--- config.mk ---
export PLATFORM = sky130hd
export DESIGN_NAME = microcode_datapath
export DESIGN_NICKNAME = d
export VERILOG_FILES = /design/src/pkg/mdp_pkg.sv /design/src/logic/microcode_datapath.sv
export SDC_FILE = /design/constraint.sdc
export NUM_CORES = 1
export LEC_CHECK = 0
export BUFFER_PORTS_ARGS = -buffer_cell sky130_fd_sc_hd__buf_4
export CORE_UTILIZATION = 44
export DETAILED_ROUTE_END_ITERATION = 10
export GPL_TIMING_DRIVEN = 0
export PLACE_DENSITY = 0.67
export SLEW_MARGIN = 0
export SYNTH_ARGS = -nofsm -noshare
export SYNTH_HDL_FRONTEND = slang
export SYNTH_SLANG_ARGS = --single-unit
--- constraint.sdc ---
create_clock -name sys_clk -period 3.9 [get_ports sys_clk]
set_clock_uncertainty 0.15 [all_clocks]
set_input_delay 0.195 -clock sys_clk [delete_from_list [all_inputs] [get_ports sys_clk]]
set_output_delay 0.195 -clock sys_clk [all_outputs]
set_load 0.005 [all_outputs]
--- src/pkg/mdp_pkg.sv ---
// constants and types for the micro-programmed datapath
package mdp_pkg;
  localparam int unsigned SYS_CLK_MHZ  = 125;
  localparam int unsigned CYCLE_NS     = 600;
  localparam int unsigned PULSE_A_END  = 250;
  localparam int unsigned PULSE_B_BEG  = 300;
  localparam int unsigned PULSE_C_BEG  = 400;
  localparam int unsigned PULSE_C_END  = 550;
  localparam int unsigned CYC_TICKS    = CYCLE_NS * SYS_CLK_MHZ / 1000;
  localparam int unsigned A_TICKS      = PULSE_A_END * SYS_CLK_MHZ / 1000;
  localparam int unsigned B_BEG_TICKS  = (PULSE_B_BEG * SYS_CLK_MHZ + 999) / 1000;
  localparam int unsigned C_BEG_TICKS  = (PULSE_C_BEG * SYS_CLK_MHZ + 999) / 1000;
  localparam int unsigned C_END_TICKS  = PULSE_C_END * SYS_CLK_MHZ / 1000;
  localparam int unsigned TICK_W       = 7;
  localparam int unsigned NUM_DR       = 8;
  localparam int unsigned MA_W         = 8;
  localparam int unsigned MA_POS21     = 0;
  localparam logic [4:0]  DR_RESET     = 5'h10;
  // register select codes
  localparam logic [2:0]  DR_E = 3'h0;
  localparam logic [2:0]  DR_S = 3'h1;
  localparam logic [2:0]  DR_T = 3'h2;
  localparam logic [2:0]  DR_R = 3'h3;
  localparam logic [2:0]  DR_U = 3'h4;
  localparam logic [2:0]  DR_L = 3'h5;
  localparam logic [2:0]  DR_P = 3'h6;
  localparam logic [2:0]  DR_I = 3'h7;
  typedef enum logic [3:0] {
    OP_NOP, OP_MOVE, OP_INCR, OP_DECR, OP_OR_FORM, OP_AND_FORM, OP_XOR_FORM,
    OP_SENSE, OP_CTL15, OP_LOAD_CONST, OP_STORE, OP_FETCH, OP_IO_IN
  } op_type;
  typedef enum logic [1:0] { SRC_DR, SRC_IO, SRC_WORD } src_type;
endpackage : mdp_pkg

--- src/logic/microcode_datapath.sv ---
// micro-programmed datapath: data registers, bus, modifier, exchange, branch forming
`timescale 1ns/10ps
module microcode_datapath (
  input  wire logic            sys_clk,          // 125 MHz clock
  input  wire logic            rst_n,            // async reset, active low
  input  wire logic            run,              // process level, cycles advance
  input  wire mdp_pkg::op_type op,               // decoded micro-order
  input  wire mdp_pkg::src_type bus_src,         // bus source select
  input  wire logic [2:0]      dr_sel,           // data register address
  input  wire logic [2:0]      dr_dst,           // modifier result destination
  input  wire logic [3:0]      word_n,           // micro-word positions 6 to 9
  input  wire logic [4:0]      io_in,            // io data with parity
  input  wire logic [3:0]      sense_bits,       // sensed conditions
  input  wire logic [4:0]      core_upper,       // fetched upper half byte
  input  wire logic [4:0]      core_lower,       // fetched lower half byte
  input  wire logic [7:0]      next_seq_micro_addr, // next sequential address
  input  wire logic            stopped_display,  // processor stopped for display
  output logic [7:0]           micro_address_reg,// micro-address, bit0 is position 21
  output logic [14:0]          storage_address_reg, // p s t r address lines
  output logic [9:0]           core_wdata,       // u and l to storage
  output logic [4:0]           bus_latch,        // bus latch contents
  output logic                 parity_err,       // modifier parity error
  output logic                 carry,            // modifier carry
  output logic                 clock_a,          // clock a pulse marker
  output logic                 clock_c,          // clock c pulse marker
  output logic                 xchg_latch,       // exchange latch
  output logic                 xchg_ilock        // exchange interlock latch
);
  import mdp_pkg::*;

  logic [TICK_W-1:0] tick_r;
  logic [4:0]        dr_r [NUM_DR];
  logic [4:0]        xreg_r [4];      // a s t r main
  logic [4:0]        sub1_r [4];
  logic [4:0]        sub2_r [4];
  logic [4:0]        bus;
  logic [4:0]        mod_out;
  logic              mod_carry;
  logic              a_edge;
  logic              c_edge;
  logic [15:0]       sar_cat;
  localparam int unsigned PIN_W = 10;
  logic [PIN_W-1:0]  pin_raw;
  logic [PIN_W-1:0]  pin_s1_r;
  logic [PIN_W-1:0]  pin_s2_r;
  logic [PIN_W-1:0]  pin_s3_r;
  logic [PIN_W-1:0]  pin_r;
  logic [4:0]        io_s;
  logic [3:0]        sense_s;
  logic              stop_s;

  function automatic logic [4:0] with_par(input logic [3:0] d);
    return {~^d, d};
  endfunction : with_par

  // micro-orders whose modifier result goes back into register dr_dst at clock c
  function automatic logic writes_back(input op_type o);
    return o inside {OP_MOVE, OP_INCR, OP_DECR, OP_IO_IN};
  endfunction : writes_back

  // 600 ns cycle counter; clock a at start, clock c at pulse c
  always_ff @(posedge sys_clk or negedge rst_n) begin
    if (!rst_n) begin
      tick_r <= '0;
    end else if (!run || tick_r == TICK_W'(CYC_TICKS - 1)) begin
      tick_r <= '0;
    end else begin
      tick_r <= tick_r + 1'b1;
    end
  end

  assign a_edge = run && (tick_r == '0);
  assign c_edge = run && (tick_r == TICK_W'(C_BEG_TICKS));

  always_ff @(posedge sys_clk or negedge rst_n) begin
    if (!rst_n) begin
      clock_a <= 1'b0;
      clock_c <= 1'b0;
    end else begin
      clock_a <= run && (tick_r < TICK_W'(A_TICKS));
      clock_c <= run && (tick_r >= TICK_W'(C_BEG_TICKS)) && (tick_r < TICK_W'(C_END_TICKS));
    end
  end

  // io, sense and console levels come from outside: three stages, and a
  // change is taken only once the second and third stages agree
  assign pin_raw = {stopped_display, sense_bits, io_in};

  generate
    for (genvar p = 0; p < PIN_W; p++) begin : g_pin
      always_ff @(posedge sys_clk or negedge rst_n) begin
        if (!rst_n) begin
          pin_s1_r[p] <= 1'b0;
          pin_s2_r[p] <= 1'b0;
          pin_s3_r[p] <= 1'b0;
          pin_r[p]    <= 1'b0;
        end else begin
          pin_s1_r[p] <= pin_raw[p];
          pin_s2_r[p] <= pin_s1_r[p];
          pin_s3_r[p] <= pin_s2_r[p];
          if (pin_s2_r[p] == pin_s3_r[p]) pin_r[p] <= pin_s3_r[p];
        end
      end
    end
  endgenerate

  assign io_s    = pin_r[4:0];
  assign sense_s = pin_r[8:5];
  assign stop_s  = pin_r[9];

  // bus: five bits, parity checked at clock c via the modifier except on incr and decr
  always_comb begin
    unique case (bus_src)
      SRC_DR:   bus = (dr_sel == DR_S) ? xreg_r[1] :
                      (dr_sel == DR_T) ? xreg_r[2] :
                      (dr_sel == DR_R) ? xreg_r[3] : dr_r[dr_sel];
      SRC_IO:   bus = io_s;
      SRC_WORD: bus = with_par(word_n);
      default:  bus = '0;
    endcase
  end

  always_ff @(posedge sys_clk or negedge rst_n) begin
    if (!rst_n) begin
      bus_latch <= DR_RESET;
    end else if (a_edge) begin
      bus_latch <= (op == OP_SENSE) ? with_par(sense_s) : bus;
    end
  end

  // modifier on the bus latch
  always_comb begin
    mod_carry = 1'b0;
    mod_out   = bus_latch;
    if (op == OP_INCR) begin
      mod_out   = with_par(bus_latch[3:0] + 4'h1);
      mod_carry = (bus_latch[3:0] == 4'hf);
    end else if (op == OP_DECR) begin
      mod_out   = with_par(bus_latch[3:0] - 4'h1);
      mod_carry = (bus_latch[3:0] == 4'h0);
    end
  end

  always_ff @(posedge sys_clk or negedge rst_n) begin
    if (!rst_n) begin
      parity_err <= 1'b0;
      carry      <= 1'b0;
    end else if (c_edge) begin
      parity_err <= ~(^mod_out);
      carry      <= mod_carry;
    end
  end

  // micro-address: branch forming and carry branch
  always_ff @(posedge sys_clk or negedge rst_n) begin
    if (!rst_n) begin
      micro_address_reg <= '0;
    end else if (a_edge) begin
      unique case (op)
        OP_OR_FORM:  micro_address_reg <= {next_seq_micro_addr[7:4],
                       next_seq_micro_addr[3:0] | bus[3:0]};
        OP_AND_FORM: micro_address_reg <= {next_seq_micro_addr[7:4],
                       next_seq_micro_addr[3:0] & bus[3:0]};
        OP_XOR_FORM: micro_address_reg <= {next_seq_micro_addr[7:4],
                       next_seq_micro_addr[3:0] ^ bus[3:0]};
        default:     micro_address_reg <= next_seq_micro_addr;
      endcase
    end else if (c_edge && mod_carry && !micro_address_reg[MA_POS21]) begin
      micro_address_reg[MA_POS21] <= 1'b1;
    end
  end

  // general data registers e u l p i
  always_ff @(posedge sys_clk or negedge rst_n) begin
    if (!rst_n) begin
      for (int i = 0; i < NUM_DR; i++) dr_r[i] <= DR_RESET;
    end else begin
      if (stop_s) dr_r[DR_E] <= xreg_r[0];
      if (a_edge && op == OP_FETCH) begin
        dr_r[DR_U] <= core_upper;
        dr_r[DR_L] <= core_lower;
      end
      if (c_edge) begin
        if (op == OP_SENSE) dr_r[DR_L] <= mod_out;
        else if (op == OP_LOAD_CONST) dr_r[DR_I] <= with_par(bus_latch[3:0]);
        else if (writes_back(op) && !(dr_dst inside {DR_S, DR_T, DR_R})
                 && !(dr_dst == DR_E && stop_s))
          dr_r[dr_dst] <= mod_out;
      end
    end
  end

  // exchange latches
  always_ff @(posedge sys_clk or negedge rst_n) begin
    if (!rst_n) begin
      xchg_latch <= 1'b0;
      xchg_ilock <= 1'b0;
    end else begin
      if (a_edge) begin
        if (xchg_ilock) xchg_latch <= 1'b0;
        else if (op == OP_CTL15) xchg_latch <= 1'b1;
      end
      if (c_edge) begin
        if (xchg_latch) xchg_ilock <= 1'b1;
        else xchg_ilock <= 1'b0;
      end
    end
  end

  // a s t r main and sub-registers; index 0 is a
  genvar g;
  generate
    for (g = 0; g < 4; g++) begin : g_xreg
      always_ff @(posedge sys_clk or negedge rst_n) begin
        if (!rst_n) begin
          xreg_r[g] <= DR_RESET;
          sub1_r[g] <= DR_RESET;
          sub2_r[g] <= DR_RESET;
        end else begin
          if (a_edge && !xchg_ilock && op == OP_CTL15) sub1_r[g] <= xreg_r[g];
          if (c_edge && xchg_latch) begin
            xreg_r[g] <= sub2_r[g];
          end else if (c_edge && writes_back(op) && g != 0 && dr_dst == 3'(g)) begin
            xreg_r[g] <= mod_out;
          end
          if (c_edge && !xchg_latch && xchg_ilock) sub2_r[g] <= sub1_r[g];
        end
      end
    end
  endgenerate

  // storage address and write data outputs; top bit of p falls off the address
  assign sar_cat = {dr_r[DR_P][3:0], xreg_r[1][3:0], xreg_r[2][3:0], xreg_r[3][3:0]};

  always_ff @(posedge sys_clk or negedge rst_n) begin
    if (!rst_n) begin
      storage_address_reg <= '0;
      core_wdata          <= '0;
    end else begin
      storage_address_reg <= sar_cat[14:0];
      core_wdata          <= {dr_r[DR_U], dr_r[DR_L]};
    end
  end

  a_carry_branch: assert property (@(posedge sys_clk) disable iff (!rst_n)
    (c_edge && mod_carry && !micro_address_reg[MA_POS21]) |=> micro_address_reg[MA_POS21])
    else $error("carry did not set position 21");
  a_or_zero: assert property (@(posedge sys_clk) disable iff (!rst_n)
    (a_edge && op == OP_OR_FORM && bus[3:0] == 4'h0)
      |=> micro_address_reg == $past(next_seq_micro_addr))
    else $error("zero or changed address");
  a_xchg_set: assert property (@(posedge sys_clk) disable iff (!rst_n)
    (a_edge && op == OP_CTL15 && !xchg_ilock) |=> xchg_latch)
    else $error("exchange latch not set");
  a_ilock_block: assert property (@(posedge sys_clk) disable iff (!rst_n)
    (a_edge && xchg_ilock) |=> !xchg_latch)
    else $error("exchange latch set under interlock");
  a_ilock_set: assert property (@(posedge sys_clk) disable iff (!rst_n)
    (c_edge && xchg_latch) |=> xchg_ilock && xreg_r[1] == $past(sub2_r[1]))
    else $error("clock c exchange failed");
  a_ilock_clr: assert property (@(posedge sys_clk) disable iff (!rst_n)
    (c_edge && !xchg_latch && xchg_ilock) |=> !xchg_ilock && sub2_r[2] == $past(sub1_r[2]))
    else $error("second cycle copy failed");
  a_incr_value: assert property (@(posedge sys_clk) disable iff (!rst_n)
    (op == OP_INCR) |-> mod_out[3:0] == bus_latch[3:0] + 4'h1)
    else $error("increment wrong");
  a_mod_parity: assert property (@(posedge sys_clk) disable iff (!rst_n)
    (c_edge && op == OP_INCR) |=> !parity_err)
    else $error("generated parity flagged");
  a_sense_load: assert property (@(posedge sys_clk) disable iff (!rst_n)
    (a_edge && op == OP_SENSE) ##50 (c_edge && op == OP_SENSE)
      |=> dr_r[DR_L][3:0] == $past(sense_s, 51))
    else $error("sense not in l register");

  // bus and modifier checks
  a_bus_hold: assert property (@(posedge sys_clk) disable iff (!rst_n)
    (!a_edge) |=> $stable(bus_latch))
    else $error("bus latch changed mid cycle");
  a_bus_capture: assert property (@(posedge sys_clk) disable iff (!rst_n)
    (a_edge && op != OP_SENSE) |=> bus_latch == $past(bus))
    else $error("bus latch missed bus value");
  a_io_path: assert property (@(posedge sys_clk) disable iff (!rst_n)
    (a_edge && op != OP_SENSE && bus_src == SRC_IO) |=> bus_latch == $past(io_s))
    else $error("io data not on bus");
  a_word_path: assert property (@(posedge sys_clk) disable iff (!rst_n)
    (a_edge && op != OP_SENSE && bus_src == SRC_WORD) |=> bus_latch[3:0] == $past(word_n))
    else $error("word field not on bus");
  a_sense_path: assert property (@(posedge sys_clk) disable iff (!rst_n)
    (a_edge && op == OP_SENSE) |=> bus_latch[3:0] == $past(sense_s))
    else $error("sensed bits not latched");
  a_decr_value: assert property (@(posedge sys_clk) disable iff (!rst_n)
    (op == OP_DECR) |-> mod_out[3:0] == bus_latch[3:0] - 4'h1)
    else $error("decrement wrong");
  a_pass_value: assert property (@(posedge sys_clk) disable iff (!rst_n)
    (op != OP_INCR && op != OP_DECR) |-> mod_out == bus_latch)
    else $error("modifier changed passed data");
  a_carry_flag: assert property (@(posedge sys_clk) disable iff (!rst_n)
    (c_edge && op == OP_DECR && bus_latch[3:0] == 4'h0) |=> carry && micro_address_reg[MA_POS21])
    else $error("decrement wrap gave no carry");

  // micro-address checks
  a_addr_hold: assert property (@(posedge sys_clk) disable iff (!rst_n)
    (!a_edge && !(c_edge && mod_carry)) |=> micro_address_reg == $past(micro_address_reg))
    else $error("micro-address moved without cause");
  a_and_form: assert property (@(posedge sys_clk) disable iff (!rst_n)
    (a_edge && op == OP_AND_FORM) |=> micro_address_reg ==
      {$past(next_seq_micro_addr[7:4]), $past(next_seq_micro_addr[3:0] & bus[3:0])})
    else $error("and branch wrong");
  a_xor_form: assert property (@(posedge sys_clk) disable iff (!rst_n)
    (a_edge && op == OP_XOR_FORM) |=> micro_address_reg ==
      {$past(next_seq_micro_addr[7:4]), $past(next_seq_micro_addr[3:0] ^ bus[3:0])})
    else $error("xor branch wrong");

  // register checks
  a_fetch_load: assert property (@(posedge sys_clk) disable iff (!rst_n)
    (a_edge && op == OP_FETCH) |=> dr_r[DR_U] == $past(core_upper) && dr_r[DR_L] == $past(core_lower))
    else $error("fetched byte not in u and l");
  a_core_data: assert property (@(posedge sys_clk) disable iff (!rst_n)
    1'b1 |=> core_wdata == $past({dr_r[DR_U], dr_r[DR_L]}))
    else $error("write data not from u and l");
  a_addr_route: assert property (@(posedge sys_clk) disable iff (!rst_n)
    1'b1 |=> storage_address_reg[11:0] == $past(sar_cat[11:0]))
    else $error("storage address not from s t r");
  a_const_load: assert property (@(posedge sys_clk) disable iff (!rst_n)
    (c_edge && op == OP_LOAD_CONST) |=> dr_r[DR_I][3:0] == $past(bus_latch[3:0]))
    else $error("constant not in i register");
  a_display_copy: assert property (@(posedge sys_clk) disable iff (!rst_n)
    stop_s |=> dr_r[DR_E] == $past(xreg_r[0]))
    else $error("e register not tracking a");

  // exchange checks
  a_sub1_copy: assert property (@(posedge sys_clk) disable iff (!rst_n)
    (a_edge && op == OP_CTL15 && !xchg_ilock) |=> sub1_r[3] == $past(xreg_r[3]))
    else $error("main not copied to sub1");
  a_main_swap: assert property (@(posedge sys_clk) disable iff (!rst_n)
    (c_edge && xchg_latch) |=> xreg_r[0] == $past(sub2_r[0]) && xreg_r[3] == $past(sub2_r[3]))
    else $error("sub2 not moved to main");
  a_latch_hold: assert property (@(posedge sys_clk) disable iff (!rst_n)
    (!a_edge) |=> xchg_latch == $past(xchg_latch))
    else $error("exchange latch moved off clock a");
  a_ilock_hold: assert property (@(posedge sys_clk) disable iff (!rst_n)
    (!c_edge) |=> xchg_ilock == $past(xchg_ilock))
    else $error("interlock moved off clock c");

  // cycle timing checks
  a_cycle_len: assert property (@(posedge sys_clk) disable iff (!rst_n)
    (run && tick_r == TICK_W'(CYC_TICKS - 1)) |=> tick_r == '0)
    else $error("cycle length wrong");
  a_clock_a_win: assert property (@(posedge sys_clk) disable iff (!rst_n)
    a_edge |=> clock_a)
    else $error("clock a missing");
  a_clock_c_win: assert property (@(posedge sys_clk) disable iff (!rst_n)
    c_edge |=> clock_c && !clock_a)
    else $error("clock c missing");
endmodule : microcode_datapath

Word-level counts from Yosys, hierarchy flattened
Index checks and enable logic that the tools add are counted.
{"block": "word_totals", "reg_bits": 191, "memories": 0, "ram_bits": 0, "latchBits": 0, "romBits": 0}
{"block": "op_classes", "n_div": 0, "eq_ne": 32, "mux": 37, "add_sub_neg": 3, "magnitude_cmp": 6, "n_reduce_logical": 49, "shift": 0, "multipliers": 0, "bitwise": 8}
{"op": "$mux 5", "n": 18}
{"op": "$mux 40", "n": 2}
{"op": "$bwmux 40", "n": 1}
{"op": "$mux 35", "n": 1}
{"op": "$mux 25", "n": 1}
{"op": "$logic_and 1x1->1", "n": 21}
{"op": "$eq 4x4->1 const B", "n": 5}
{"op": "$mux 10", "n": 2}
{"op": "$reduce_xnor 4->1", "n": 5}
{"op": "$eq 4x3->1 const B", "n": 4}
{"op": "$bmux 5 s3", "n": 1}
{"op": "$demux 5 s3", "n": 1}
{"op": "$pmux 5 s3", "n": 1}
{"op": "$eq 3x2->1 const B", "n": 4}
{"op": "$pmux 4 s3", "n": 1}
{"op": "$reduce_bool 2->1", "n": 6}
{"op": "$eq 1x1->1", "n": 10}
{"op": "$eq 4x2->1 const B", "n": 2}
{"op": "$ge 4x4->1 const B", "n": 2}
{"op": "$not 3->4", "n": 2}
{"op": "$add 7x1->7 const B", "n": 1}
{"op": "$eq 7x6->1 const B", "n": 1}
{"op": "$eq 7x7->1 const B", "n": 1}
{"op": "$ge 7x6->1 const B", "n": 1}
{"op": "27 further kinds", "n": 41}

Longest topological paths before layout
{"block": "logic_depth", "depth_word": 11, "mapped_depth": 13, "mapped_depth_nobuf": 12}

Worst setup path after synthesis
OpenSTA, ideal clock, no wires.
{"block": "synth_timing", "path_kind": "register to register", "from": "reg bus_latch[0]", "to": "reg parity_err", "required_time_ns": 3.668, "t_arrival_ns": 2.314, "setup_ns": 0.082, "stages_incl_launch_ff": 11, "n_path_buf": 2, "setup_slack_ns": 1.354, "cell_sequence": "dfrtp_1 buf_2 inv_1 ha_1 buf_2 xor2_1 xnor2_1 xnor2_1 o311a_1 or3_1 a31oi_1"}
{"block": "synth_via", "elab_chain_cells": 6, "elab_cells_between_ends": 8, "cone_classes": "add/sub (2); mux (2); bitwise (1); reduce/logical (3)"}
{"element": "from (decl)", "line": "microcode_datapath.sv:21", "rtl": "output logic [4:0] bus_latch,"}
{"element": "from (signal assigned)", "line": "microcode_datapath.sv:127", "rtl": "bus_latch <= (op == OP_SENSE) ? with_par(sense_s) : bus;"}
{"element": "$sub 4x1->4", "line": "microcode_datapath.sv:139", "rtl": "mod_out = with_par(bus_latch[3:0] - 4'h1);"}
{"element": "$reduce_xnor 4->1", "line": "microcode_datapath.sv:53", "rtl": "return {~^d, d};"}
{"element": "$mux 5", "line": "microcode_datapath.sv:138", "rtl": "end else if (op == OP_DECR) begin"}
{"element": "$mux 5 (*)", "line": "microcode_datapath.sv:135", "rtl": "if (op == OP_INCR) begin"}
{"element": "$reduce_xor 5->1 (*)", "line": "microcode_datapath.sv:149", "rtl": "parity_err <= ~(^mod_out);"}
{"element": "$not 1->1 (*)", "line": "microcode_datapath.sv:149"}
{"element": "to (signal assigned)", "line": "microcode_datapath.sv:149"}
{"element": "to (decl)", "line": "microcode_datapath.sv:22", "rtl": "output logic parity_err,"}
Every way passes the cells marked *; elsewhere a longest branch is shown, timed or not.
A chain may end at the register's enable or synchronous reset.

Worst setup path after layout
{"block": "layout_timing", "from": "reg bus_latch[1]", "to": "reg dr_r[4] in the netlist's numbering"}
{"block": "layout_via", "elab_chain_cells": 7, "elab_cells_between_ends": 10, "cone_classes": "add/sub (2); mux (5); reduce/logical (3)"}
{"element": "$sub 4x1->4", "line": "microcode_datapath.sv:139"}
{"element": "$reduce_xnor 4->1", "line": "microcode_datapath.sv:53"}
{"element": "$mux 5", "line": "microcode_datapath.sv:138"}
{"element": "$mux 5", "line": "microcode_datapath.sv:135"}
{"element": "$bwmux 40", "line": "microcode_datapath.sv:188", "rtl": "dr_r[dr_dst] <= mod_out;"}
{"element": "$mux 40", "line": "microcode_datapath.sv:186", "rtl": "else if (writes_back(op) && !(dr_dst inside {DR_S, DR_T, DR_R})"}
{"element": "$mux 5 (*)", "line": "microcode_datapath.sv:185", "rtl": "else if (op == OP_LOAD_CONST) dr_r[DR_I] <= with_par(bus_latch[3:0]);"}
{"element": "to (signal, indexed assignment)", "line": "microcode_datapath.sv:184", "rtl": "if (op == OP_SENSE) dr_r[DR_L] <= mod_out;"}
{"element": "to (signal, indexed assignment)", "line": "microcode_datapath.sv:185"}
{"element": "to (signal, indexed assignment)", "line": "microcode_datapath.sv:188"}
{"element": "to (decl)", "line": "microcode_datapath.sv:32", "rtl": "logic [4:0] dr_r [NUM_DR];"}
Every way passes the cells marked *; elsewhere a longest branch is shown, timed or not. The select of a mux whose other input is x is not followed.

==> impl_metrics.tcl <==
set metrics [dict create \
    startpoint "bus_latch[1]$_DFFE_PN0N_" \
    min_period_over_period_pct 85.83 \
    grt_pass1_vias 5538 \
    yosysTopAreaCell "dfrtp_1" \
    r2r-end "dr_r[4]$_DFFE_PN1P_" \
    reg2reg_from "bus_latch[1]$_DFFE_PN0N_" \
    syn_area_sq_mm 0.007749 \
    cp_max_fo 10 \
    pin_count 91 \
    worstHoldStart "dr_dst[2]" \
    die_h_um 134.7 \
    path_clk_slew_ns 0.07 \
    postSynthAreaPerCell_sq_um 12.38 \
    leakage_uw 0.004526 \
    min_period_ns 3.347 \
    first_iter_violations 333 \
    gp_congestion 0.8455 \
    max-vdd-ir-drop_v 0.0003218 \
    synth_nets 689 \
    grt_pass1_wl_mm 29.59 \
    routedWlPerCell_um 18.00 \
    hold_viol 0 \
    synth_seq_cells 176 \
    synth_top_area_share_pct 51.03 \
    grt_overflow 0 \
    synthCells 626 \
    post-synth-top-count-cell "dfrtp_1" \
    critPathKind "flop to flop" \
    netSwitchingPower_uw 1167 \
    worst_setup_path_end_kind "flop" \
    synthTopCellsByArea "dfrtp_1 (51%), dfstp_2 (6.1%), mux2i_1 (4.7%)" \
    placed_cells 938 \
    cts-root-buf "clkbuf_16" \
    stdcell_count 1000 \
    clkPwrFrac_pct 38.9 \
    io_buffers 86 \
    setup_violations 0 \
    fill_cells 1452 \
    drcViolationCount 0 \
    row_count 48 \
    grt_start_max_net_pins 129 \
    fp.dieW_um 134.7 \
    synth_flop_cell "dfrtp_1" \
    syn_to_final_growth_pct 23.96 \
    num_antenna_cells 0 \
    final_area_sq_mm 0.009605 \
    switching_share_pct 26.71 \
    place_ws_ns 0.6445 \
    clock-sinks 176 \
    rsz0062_at_grt "no" \
    ys_types 64 \
    r2r_cells 9 \
    max_freq_mhz 298.8 \
    powerDensity_mw_per_mm2 455.1 \
    required_ns 4.10 \
    start_kind "flop" \
    max-cap-violations 0 \
    whs_endpoint "dr_r[35]$_DFF_PN0_" \
    tns_ns 0 \
    ys_warn_count 0 \
    synth_edf_count 0 \
    ys_async_sr_fraction_pct 100.0 \
    postCtsSetupBuffers 0 \
    tightest_slew_ns 1.265 \
    first_pass_iters 5 \
    core_sq_mm 0.01724 \
    dpl.hpwl_mm 12.98 \
    hold_depth 3 \
    setup_ws_ns 0.5528 \
    report.final.slew_viol_count 0 \
    p_seq_share_pct 46.1 \
    cts_tree "done" \
    antenna_found_initial 1 \
    pwr-share-comb_pct 15.0 \
    arrival_ns 3.55 \
    cts_buffers 17 \
    clk_path_buf_depth 2 \
    die_area_sq_mm 0.01815 \
    clock_latency_ns 0.43 \
    reg2reg_slack_ns 0.55 \
    yosysSeqAreaShare_pct 57.13 \
    reg_top3 "dr_r (20), sub1_r (20), sub2_r (20)" \
    placed_area_sq_mm 0.008711 \
    status "finished clean" \
    seq_area_sq_mm 0.004427 \
    vias 5361 \
    ant_nets 0 \
    hp-class "input port to flop" \
    wirelength_mm 18.00 \
    grt_use_total_pct 21.58 \
    via_per_inst 5.361 \
    final_util_pct 55.73 \
    htree_num_levels 4 \
    final_layout_size_suffix_gt1_share_pct 26.58 \
    initial_core_util_pct 44.95 \
    multi_input_area_sq_mm 0.003102 \
    slew_headroom_pct 14.34 \
    cts-resized-gates 0 \
    p_int_uw 3204 \
    num-nets-final 826 \
    synth_common_cells "dfrtp_1 (158), nand2_1 (63), o21ai_0 (43)" \
]
## power groups by stage
| stage | logic (uW) | registers (uW) | clock network (uW) |
|---|---|---|---|
| 2_1_floorplan | 350 | 2030 | 0 |
| 3_3_place_gp | 602 | 2040 | 0 |
| 3_5_place_dp | 625 | 2050 | 0 |
| 4_1_cts | 656 | 2020 | 1730 |
| 5_1_grt | 723 | 2030 | 1810 |
| 6_report | 655 | 2020 | 1700 |
## critical path, stage by stage, from the launching register on
cell and delay, ns:
dfrtp_1 0.57, inv_1 0.14, ha_1 0.28, buf_2 0.16
xor2_1 0.18, xnor2_1 0.20, xnor2_1 0.12, o311ai_1 1.02
a22oi_1 0.23, o2bb2ai_1 0.20
## worst max path at each step
stage | depth (start not counted) | end
2_1_floorplan | 10 | parity_err$_DFFE_PN0P_
3_3_place_gp | 9 | dr_r[4]$_DFFE_PN1P_
3_5_place_dp | 10 | dr_r[4]$_DFFE_PN1P_
4_1_cts | 10 | dr_r[4]$_DFFE_PN1P_
5_1_grt | 9 | xreg_r[14]$_DFFE_PN1P_
6_report | 9 | dr_r[4]$_DFFE_PN1P_
## what timing repair did
| action | 4_1_cts | 5_1_grt |
|---|---|---|
| setup endpoints to repair | 0 | 0 |
| hold endpoints to repair | 79 | 0 |
| hold buffers | 31 | 0 |
## per-layer routing
layer / share of wire (%) / up-vias / global-route usage [%] / wire (um)
met2: 47 / 172 / 34.71 / 8547
met4: 2.6 / 0 / 7.928 / 459
met1: 45 / 2673 / 28.71 / 8014
met3: 5.4 / 35 / 4.767 / 979
li1: - / 2481 / - / -
met5: 0 / - / 0 / 0
## final cells by class
| type | count | area share [%] |
|---|---|---|
| Buffer | 28 | 1.472 |
| Clock buffer | 18 | 4.468 |
| Clock inverter | 13 | 1.615 |
| Inverter | 21 | 0.8206 |
| Multi-Input combinational cell | 401 | 32.29 |
| Sequential cell | 176 | 46.09 |
| Tap cell | 225 | 2.931 |
| Timing Repair Buffer | 118 | 10.32 |
## layout by cell type (no fill, tap or decap), types with 17 or more instances in the layout
cell type,synthesis,layout
buf_2,17,17
dfstp_2,18,18
mux2i_1,36,36
mux2_1,21,21
mux2_2,28,28
o21ai_0,43,43
inv_1,21,21
nand2_1,63,63
xnor2_1,18,18
buf_4,0,85
clkbuf_16,0,17
dlygate4sd3_1,0,31
nor2_1,34,34
dfrtp_1,158,158
## kinds of logic after synthesis
kind of cell / after synthesis / synth area share (%)
DFF: 176 / 57.13
adders and majority gates: 26 / 3.875
AOI/OAI and AO/OA: 101 / 8.122
and+or+nand+nor: 156 / 10.58
muxes: 95 / 14.68
buffers and inverters: 49 / 2.842
xor gates and xnor gates: 23 / 2.777
## through the flow
step,hold WS [ns],power (uW)
3_3_place_gp,0.1546,2645
5_1_grt,0.02483,4561
4_1_cts,0.01068,4399
3_5_place_dp,-0.03120,2676
6_report,0.01809,4371
2_1_floorplan,-0.2506,2381
(Power assumes the default switching activity.)
